==> src/common/clk_fanout_pkg.sv <==
// clk_fanout_pkg: constants and state codes for the clock fan-out control
// assumes one 40 MHz system clock samples every pin of the block
package clk_fanout_pkg;

    // ---------------------------------------------------------------
    // geometry
    // ---------------------------------------------------------------
    localparam int NUM_PAIRS   = 10;   // gated output pairs
    localparam int HOLD_PAIR   = 7;    // pair that may run free
    localparam int SYNC_STAGES = 2;    // flops ahead of any logic
    localparam int SYNC_WIDTH  = 7;    // pins passed through the syncs

    // synchroniser bit positions
    localparam int SB_REF_POS  = 6;
    localparam int SB_REF_NEG  = 5;
    localparam int SB_FB_POS   = 4;
    localparam int SB_FB_NEG   = 3;
    localparam int SB_OUT_ON   = 2;
    localparam int SB_HOLD_SEL = 1;
    localparam int SB_SUPPLY   = 0;

    // ---------------------------------------------------------------
    // timing
    // ---------------------------------------------------------------
    localparam int SYS_CLK_PERIOD_NS = 25;
    localparam int REF_MIN_MHZ       = 10;   // documented reference range
    localparam int REF_MAX_MHZ       = 400;
    localparam int STAB_TIME_NS      = 6000; // relock budget
    localparam int STAB_CYCLES       =
        (STAB_TIME_NS + SYS_CLK_PERIOD_NS - 1) / SYS_CLK_PERIOD_NS;
    localparam int LOCK_MATCH        = 8;    // aligned samples for lock
    localparam int SLIP_LIMIT        = 8;    // misaligned samples to drop
    localparam int CNT_W             = 12;

    // ---------------------------------------------------------------
    // loop states
    // ---------------------------------------------------------------
    typedef enum logic [1:0] {
        ST_LOW_POWER = 2'b00,
        ST_RELOCK    = 2'b01,
        ST_LOCKED    = 2'b10,
        ST_BYPASS    = 2'b11
    } loop_state_t;

endpackage

==> src/hw/pin_sync.sv <==
// pin_sync: two-flop synchroniser for a group of asynchronous pins
// assumes the inputs are quasi-static or sampled clock levels
`timescale 1ns/1ps
module pin_sync
    import clk_fanout_pkg::*;
#(
    parameter int WIDTH = SYNC_WIDTH
) (
    input  wire logic             i_sys_clk,
    input  wire logic             i_srst,
    input  wire logic [WIDTH-1:0] i_async,
    output logic      [WIDTH-1:0] o_sync
);

    typedef struct packed {
        logic [WIDTH-1:0] meta;
        logic [WIDTH-1:0] stable;
    } sync_state_t;

    sync_state_t st;
    sync_state_t next_st;

    // ---------------------------------------------------------------
    // stage shift: meta feeds only the second flop
    // ---------------------------------------------------------------
    always_comb begin
        next_st.meta   = i_async;
        next_st.stable = st.meta;
    end

    // register the copy
    always_ff @(posedge i_sys_clk) begin
        if (i_srst) begin
            st <= '0;
        end else begin
            st <= next_st;
        end
    end

    assign o_sync = st.stable;

endmodule

==> src/hw/clk_fanout.sv <==
// clk_fanout: sampled model of a zero-delay clock fan-out buffer control
// assumes all pins are asynchronous to i_sys_clk and pass two flops;
// clock pins are seen as sampled levels, so the model reproduces gating,
// mode and lock behaviour rather than picosecond timing
`timescale 1ns/1ps
module clk_fanout
    import clk_fanout_pkg::*;
#(
    parameter int PAIRS       = NUM_PAIRS,
    parameter int STAB_COUNT  = STAB_CYCLES,
    parameter int MATCH_COUNT = LOCK_MATCH,
    parameter int SLIP_COUNT  = SLIP_LIMIT
) (
    input  wire logic             i_sys_clk,
    input  wire logic             i_srst,
    input  wire logic             i_ref_in_pos,
    input  wire logic             i_ref_in_neg,
    input  wire logic             i_feedback_in_pos,
    input  wire logic             i_feedback_in_neg,
    input  wire logic             i_outputs_on,
    input  wire logic             i_pair7_hold_select,
    input  wire logic             i_pll_supply_tap,
    output logic      [PAIRS-1:0] o_drive_pair_pos,
    output logic      [PAIRS-1:0] o_drive_pair_neg,
    output logic      [PAIRS-1:0] o_drive_pair_oe,
    output logic                  o_feedback_out_pos,
    output logic                  o_feedback_out_neg,
    output logic                  o_feedback_out_oe,
    output logic                  o_pll_on,
    output logic                  o_pll_locked,
    output logic                  o_low_power,
    output logic                  o_lock_timeout
);

    // ---------------------------------------------------------------
    // state
    // ---------------------------------------------------------------
    typedef struct packed {
        loop_state_t      mode;
        logic [1:0]       strap_age;
        logic             hold_sel;
        logic [CNT_W-1:0] stab_cnt;
        logic [CNT_W-1:0] match_cnt;
        logic [CNT_W-1:0] slip_cnt;
        logic             timeout;
        logic [PAIRS-1:0] pair_pos;
        logic [PAIRS-1:0] pair_neg;
        logic [PAIRS-1:0] pair_oe;
        logic             fb_pos;
        logic             fb_neg;
        logic             fb_oe;
    } fanout_state_t;

    fanout_state_t st;
    fanout_state_t next_st;

    logic [SYNC_WIDTH-1:0] pins;
    logic [PAIRS-1:0]      pair_en;
    logic                  ref_pos;
    logic                  ref_neg;
    logic                  fb_pos_in;
    logic                  fb_neg_in;
    logic                  out_on;
    logic                  supply_up;
    logic                  both_low;
    logic                  both_high;
    logic                  awake;
    logic                  aligned;

    // ---------------------------------------------------------------
    // pin synchronisers
    // ---------------------------------------------------------------
    pin_sync #(
        .WIDTH (SYNC_WIDTH)
    ) u_sync (
        .i_sys_clk (i_sys_clk),
        .i_srst    (i_srst),
        .i_async   ({i_ref_in_pos, i_ref_in_neg, i_feedback_in_pos,
                     i_feedback_in_neg, i_outputs_on,
                     i_pair7_hold_select, i_pll_supply_tap}),
        .o_sync    (pins)
    );

    // decoded pin levels
    // any reference rate in range reaches here as sampled levels
    assign ref_pos   = pins[SB_REF_POS];
    assign ref_neg   = pins[SB_REF_NEG];
    assign fb_pos_in = pins[SB_FB_POS];
    assign fb_neg_in = pins[SB_FB_NEG];
    assign out_on    = pins[SB_OUT_ON];
    assign supply_up = pins[SB_SUPPLY];
    assign both_low  = !ref_pos && !ref_neg;
    assign both_high = ref_pos && ref_neg;
    assign awake     = (st.mode != ST_LOW_POWER) && !both_low;
    // feedback phase matches the reference sample
    assign aligned   = (fb_pos_in == ref_pos) && (fb_neg_in == ref_neg);

    // ---------------------------------------------------------------
    // per-pair gating
    // ---------------------------------------------------------------
    genvar gi;
    generate
        for (gi = 0; gi < PAIRS; gi++) begin : g_gate
            if (gi == HOLD_PAIR) begin : g_hold
                // free running when strap low, enable ignored
                assign pair_en[gi] = awake &&
                    (out_on || !st.hold_sel);
            end else begin : g_plain
                assign pair_en[gi] = awake && out_on;
            end
        end
    endgenerate

    // ---------------------------------------------------------------
    // next state
    // ---------------------------------------------------------------
    always_comb begin
        next_st = st;

        // strap followed until it has crossed both synchroniser flops
        // after reset release, then held; the flops read zero in reset
        if (st.strap_age != 2'(SYNC_STAGES + 1)) begin
            next_st.hold_sel  = pins[SB_HOLD_SEL];
            next_st.strap_age = st.strap_age + 2'h1;
        end

        // loop mode sequencing
        if (both_low) begin
            next_st.mode      = ST_LOW_POWER;
            next_st.stab_cnt  = '0;
            next_st.match_cnt = '0;
            next_st.slip_cnt  = '0;
        end else begin
            case (st.mode)
                ST_LOW_POWER: begin
                    // wake only on a real differential level
                    if (!both_high) begin
                        next_st.mode = supply_up ? ST_RELOCK
                                                 : ST_BYPASS;
                    end
                    next_st.stab_cnt  = '0;
                    next_st.match_cnt = '0;
                end
                ST_RELOCK: begin
                    if (!supply_up) begin
                        next_st.mode = ST_BYPASS;
                    end else begin
                        if (st.stab_cnt != CNT_W'(STAB_COUNT)) begin
                            next_st.stab_cnt = st.stab_cnt + 1'b1;
                        end else if (!st.timeout) begin
                            next_st.timeout = 1'b1;
                        end
                        if (aligned) begin
                            next_st.match_cnt = st.match_cnt + 1'b1;
                            if (st.match_cnt ==
                                CNT_W'(MATCH_COUNT - 1)) begin
                                next_st.mode     = ST_LOCKED;
                                next_st.slip_cnt = '0;
                            end
                        end else begin
                            next_st.match_cnt = '0;
                        end
                    end
                end
                ST_LOCKED: begin
                    if (!supply_up) begin
                        next_st.mode = ST_BYPASS;
                    end else if (aligned) begin
                        // short slips of a modulated reference are
                        // absorbed without dropping lock
                        next_st.slip_cnt = '0;
                    end else if (st.slip_cnt ==
                                 CNT_W'(SLIP_COUNT - 1)) begin
                        next_st.mode      = ST_RELOCK;
                        next_st.stab_cnt  = '0;
                        next_st.match_cnt = '0;
                    end else begin
                        next_st.slip_cnt = st.slip_cnt + 1'b1;
                    end
                end
                ST_BYPASS: begin
                    // supply restored: bring the loop back up
                    if (supply_up) begin
                        next_st.mode      = ST_RELOCK;
                        next_st.stab_cnt  = '0;
                        next_st.match_cnt = '0;
                    end
                end
                default: begin
                    next_st.mode = ST_LOW_POWER;
                end
            endcase
        end

        // output drive; reserved input combination holds last drive
        if (!both_high) begin
            next_st.pair_oe  = pair_en;
            next_st.pair_pos = pair_en & {PAIRS{ref_pos}};
            next_st.pair_neg = pair_en & {PAIRS{ref_neg}};
            // feedback ignores the enable, only low power stops it
            next_st.fb_oe  = awake;
            next_st.fb_pos = awake && ref_pos;
            next_st.fb_neg = awake && ref_neg;
        end
    end

    // register the copy
    always_ff @(posedge i_sys_clk) begin
        if (i_srst) begin
            st <= '0;
        end else begin
            st <= next_st;
        end
    end

    // ---------------------------------------------------------------
    // outputs, all from flops
    // ---------------------------------------------------------------
    assign o_drive_pair_pos   = st.pair_pos;
    assign o_drive_pair_neg   = st.pair_neg;
    assign o_drive_pair_oe    = st.pair_oe;
    assign o_feedback_out_pos = st.fb_pos;
    assign o_feedback_out_neg = st.fb_neg;
    assign o_feedback_out_oe  = st.fb_oe;
    assign o_pll_on           = (st.mode == ST_RELOCK) ||
                                (st.mode == ST_LOCKED);
    assign o_pll_locked       = (st.mode == ST_LOCKED);
    assign o_low_power        = (st.mode == ST_LOW_POWER);
    assign o_lock_timeout     = st.timeout;

endmodule

==> config.mk <==
export PLATFORM = sky130hd
export DESIGN_NAME = clk_fanout
export DESIGN_NICKNAME = d
export VERILOG_FILES = /design/src/common/clk_fanout_pkg.sv /design/src/hw/pin_sync.sv /design/src/hw/clk_fanout.sv
export SDC_FILE = /design/constraint.sdc
export NUM_CORES = 1
export LEC_CHECK = 0
export BUFFER_PORTS_ARGS = -buffer_cell sky130_fd_sc_hd__buf_2
export CAP_MARGIN = 5
export CORE_ASPECT_RATIO = 0.6
export CORE_MARGIN = 3
export CORE_UTILIZATION = 35
export CTS_CLUSTER_DIAMETER = 30
export DETAILED_ROUTE_END_ITERATION = 6
export GPL_TIMING_DRIVEN = 1
export PLACE_DENSITY_LB_ADDON = 0.08
export SETUP_SLACK_MARGIN = 0.2
export SLEW_MARGIN = 0
export SYNTH_ARGS = -nofsm -noshare
export SYNTH_HDL_FRONTEND = slang
export SYNTH_SLANG_ARGS = --single-unit
==> constraint.sdc <==
create_clock -name i_sys_clk -period 4.5 [get_ports i_sys_clk]
set_input_delay 1.125 -clock i_sys_clk [delete_from_list [all_inputs] [get_ports i_sys_clk]]
set_output_delay 1.125 -clock i_sys_clk [all_outputs]
set_load 0.005 [all_outputs]
==> flow_summary.json <==
{
  "ys_seq_area_frac": 0.3774,
  "cts_setup_buffers": 0,
  "drv_cap": 0,
  "synth_fp_nets": 421,
  "setup_ws_ps": 1834,
  "clk_pin_slew_ps": 60,
  "hold_violations": 0,
  "setup_tns_ps": 0,
  "path_class": "register to register",
  "hp-start": "u_sync.next_st[2]",
  "gr-total-overflow": 0,
  "worstPathRequired_ps": 4690,
  "slew_headroom": 0.5066,
  "yosysMostFrequentCell": "dfxtp_1",
  "r2r_start": "u_sync.o_sync[5]",
  "fmax_mhz": 375.1,
  "peakVddDrop_mv": 0.1854,
  "nFillCells": 968,
  "rr_worst_depth": 5,
  "antenna_left": 0,
  "synth_cell_types": 56,
  "num_rows": 27,
  "via_per_inst": 5.213,
  "worst_pin_slew_ps": 740.0,
  "synthTopCellsByArea": "dfxtp_1 (38%), buf_4 (7.4%), a21oi_1 (4.2%), ha_1 (3.6%), nor2_1 (3.3%)",
  "final_cell_area_um2": 3851,
  "synth_area_per_cell_um2": 8.578,
  "fin_skew_ps": 5.691,
  "synth_top_area_cell": "dfxtp_1",
  "clkLatencyLatePin_ps": 340,
  "drv_slew": 0,
  "min_path_cells": 1,
  "met3_usage": 0.05024,
  "p_per_area_nw_per_um2": 374.2,
  "layout.nets": 429,
  "hold_class": "register to register",
  "layout-drive-gt1-share": 0.1759,
  "drc": 0,
  "crit_chain": "xor2_1 -> o2111ai_2 -> o221a_1 -> a21o_1 -> a22oi_1",
  "syn_inst": 402,
  "coreArea_um2": 9392,
  "drtIter0Drc": 194,
  "place_hpwl_um": 5704,
  "root_buffer": "clkbuf_16",
  "grt_pass1_vias": 2645,
  "htree_levels": 3,
  "place_area_um2": 3521,
  "wire_per_inst_um": 14.85,
  "yosys_warnings": 0,
  "rsz0062_at_grt": "no",
  "die_w_um": 134.1,
  "antenna_cells": 0,
  "num_vias": 2841,
  "cts_sinks": 65,
  "initial_core_util": 0.3672,
  "critPathLaunch": "u_sync.o_sync[5]",
  "min_period_over_period": 0.5924,
  "period_minus_slack_ps": 2666,
  "grt_max_degree": 28,
  "cts_buffers": 9,
  "slowest_stage": "dfxtp_1",
  "netlist_area_um2": 3448,
  "synth.top_cell.area_share": 0.3774,
  "startpoint_type": "register",
  "drt-total-wl_um": 8092,
  "p_leak_nw": 1.454,
  "grt.total_usage": 0.1544,
  "io_pins": 46,
  "die_h_um": 82.89,
  "place_ws_ps": 1757,
  "tritoncts": "done",
  "grtUsageMet1": 0.2354,
  "gp_congestion": 0.7881,
  "ctsHoldBuffers": 0,
  "cp_max_fo": 17,
  "clockBufferDepth": 2,
  "ys_ff_latch": 65,
  "syn_to_final_growth_pct": 11.68,
  "met2_usage": 0.2002,
  "drt-pass1-iter-count": 4,
  "antenna_found_initial": 0,
  "synth_top_cells_by_count": "dfxtp_1 (65), buf_4 (34), nor2_1 (30)",
  "die_area_um2": 11120,
  "cp-end-kind": "register",
  "synth-main-ff-cell": "dfxtp_1",
  "cpPeakStageDelay_ps": 710,
  "top_usage_layer": "met1",
  "port_buffers": 45,
  "cts.repair.resized": 0,
  "setup_violations": 0,
  "outcome": "finished, final reports clean",
  "ys_async_sr_fraction": 0,
  "synth-edff-count": 0,
  "grt_pass1_wl_um": 13920,
  "hold_slack_ps": 433.4,
  "arrival_ps": 2860
}
per-stage QoR:
step	utilization	power (W)	std cells
detailed placement	0.3749	0.0006877	529
global route	0.4101	0.001506	545
CTS	0.4101	0.001467	545
finish	0.4101	0.001441	545
floorplan	-	0.0006684	402
global placement	0.3749	0.0006863	529
registers in the layout, indices dropped and copies added, names as in the netlist, 2 cells and up:
signal,cells
u_sync.o_sync,7
u_sync.next_st,7
o_drive_pair_oe,2
o_drive_pair_pos,2
o_drive_pair_neg,2
st,41
final timing paths:
kind	to	slack [ps]
max	st[42]	1830
min	u_sync.o_sync[2]	430
max reg2reg	st[42]	1830
min reg2reg	u_sync.o_sync[2]	430
where the power goes:
| group | leakage, nW | switching, W | internal, W |
|---|---|---|---|
| sequential | 0.527 | 0.0000109 | 0.000588 |
| combinational | 0.776 | 0.0000484 | 0.0000273 |
| clock | 0.151 | 0.000266 | 0.000500 |
layout by cell type, fill, tap and decap left out, types with 5 or more instances in the layout:
master / instances
a211oi_1: 5
a21oi_1: 29
a311oi_1: 5
a31oi_1: 12
a41oi_1: 11
and3_1: 9
buf_2: 45
clkbuf_16: 9
dfxtp_1: 65
ha_1: 10
inv_1: 18
nand2_1: 28
nand2b_1: 9
nand3_1: 15
nand4_1: 6
nor2_1: 30
nor2b_1: 14
nor3_1: 11
o21ai_0: 13
xnor2_1: 6
layer usage:
metal,wire length (um),share of wire,vias up
li1,-,-,1454
met1,4472,0.55,1322
met2,3149,0.39,57
met3,375,0.046,8
met4,94,0.012,0
met5,0,0,-
final cells by class:
type	count	area, um^2	area share
repair buffers	46	232.7	0.06043
clock buffers	10	239.0	0.06205
flip-flops and latches	65	1301	0.3379
multi-input cells	270	1757	0.4561
inverters	18	67.56	0.01754
well taps	130	162.7	0.04224
clock inverters	6	91.34	0.02372
cells by family after synthesis:
group / Yosys count / share of synthesized area
flip-flops: 65 / 0.3774
XOR/XNOR: 9 / 0.02286
buffers and inverters: 67 / 0.1132
multiplexers: 3 / 0.008709
AND/OR/NAND/NOR: 146 / 0.2304
AO/OA/AOI/OAI: 102 / 0.2112
adder cells (fa/ha/maj): 10 / 0.03628
critical path: cells and delay by family, from the launching register on:
family / cells / cell delay, ps
XOR/XNOR: 1 / 220
flip-flops: 1 / 710
AO/OA/AOI/OAI: 4 / 1580
Power figures use the tool's default switching activity.
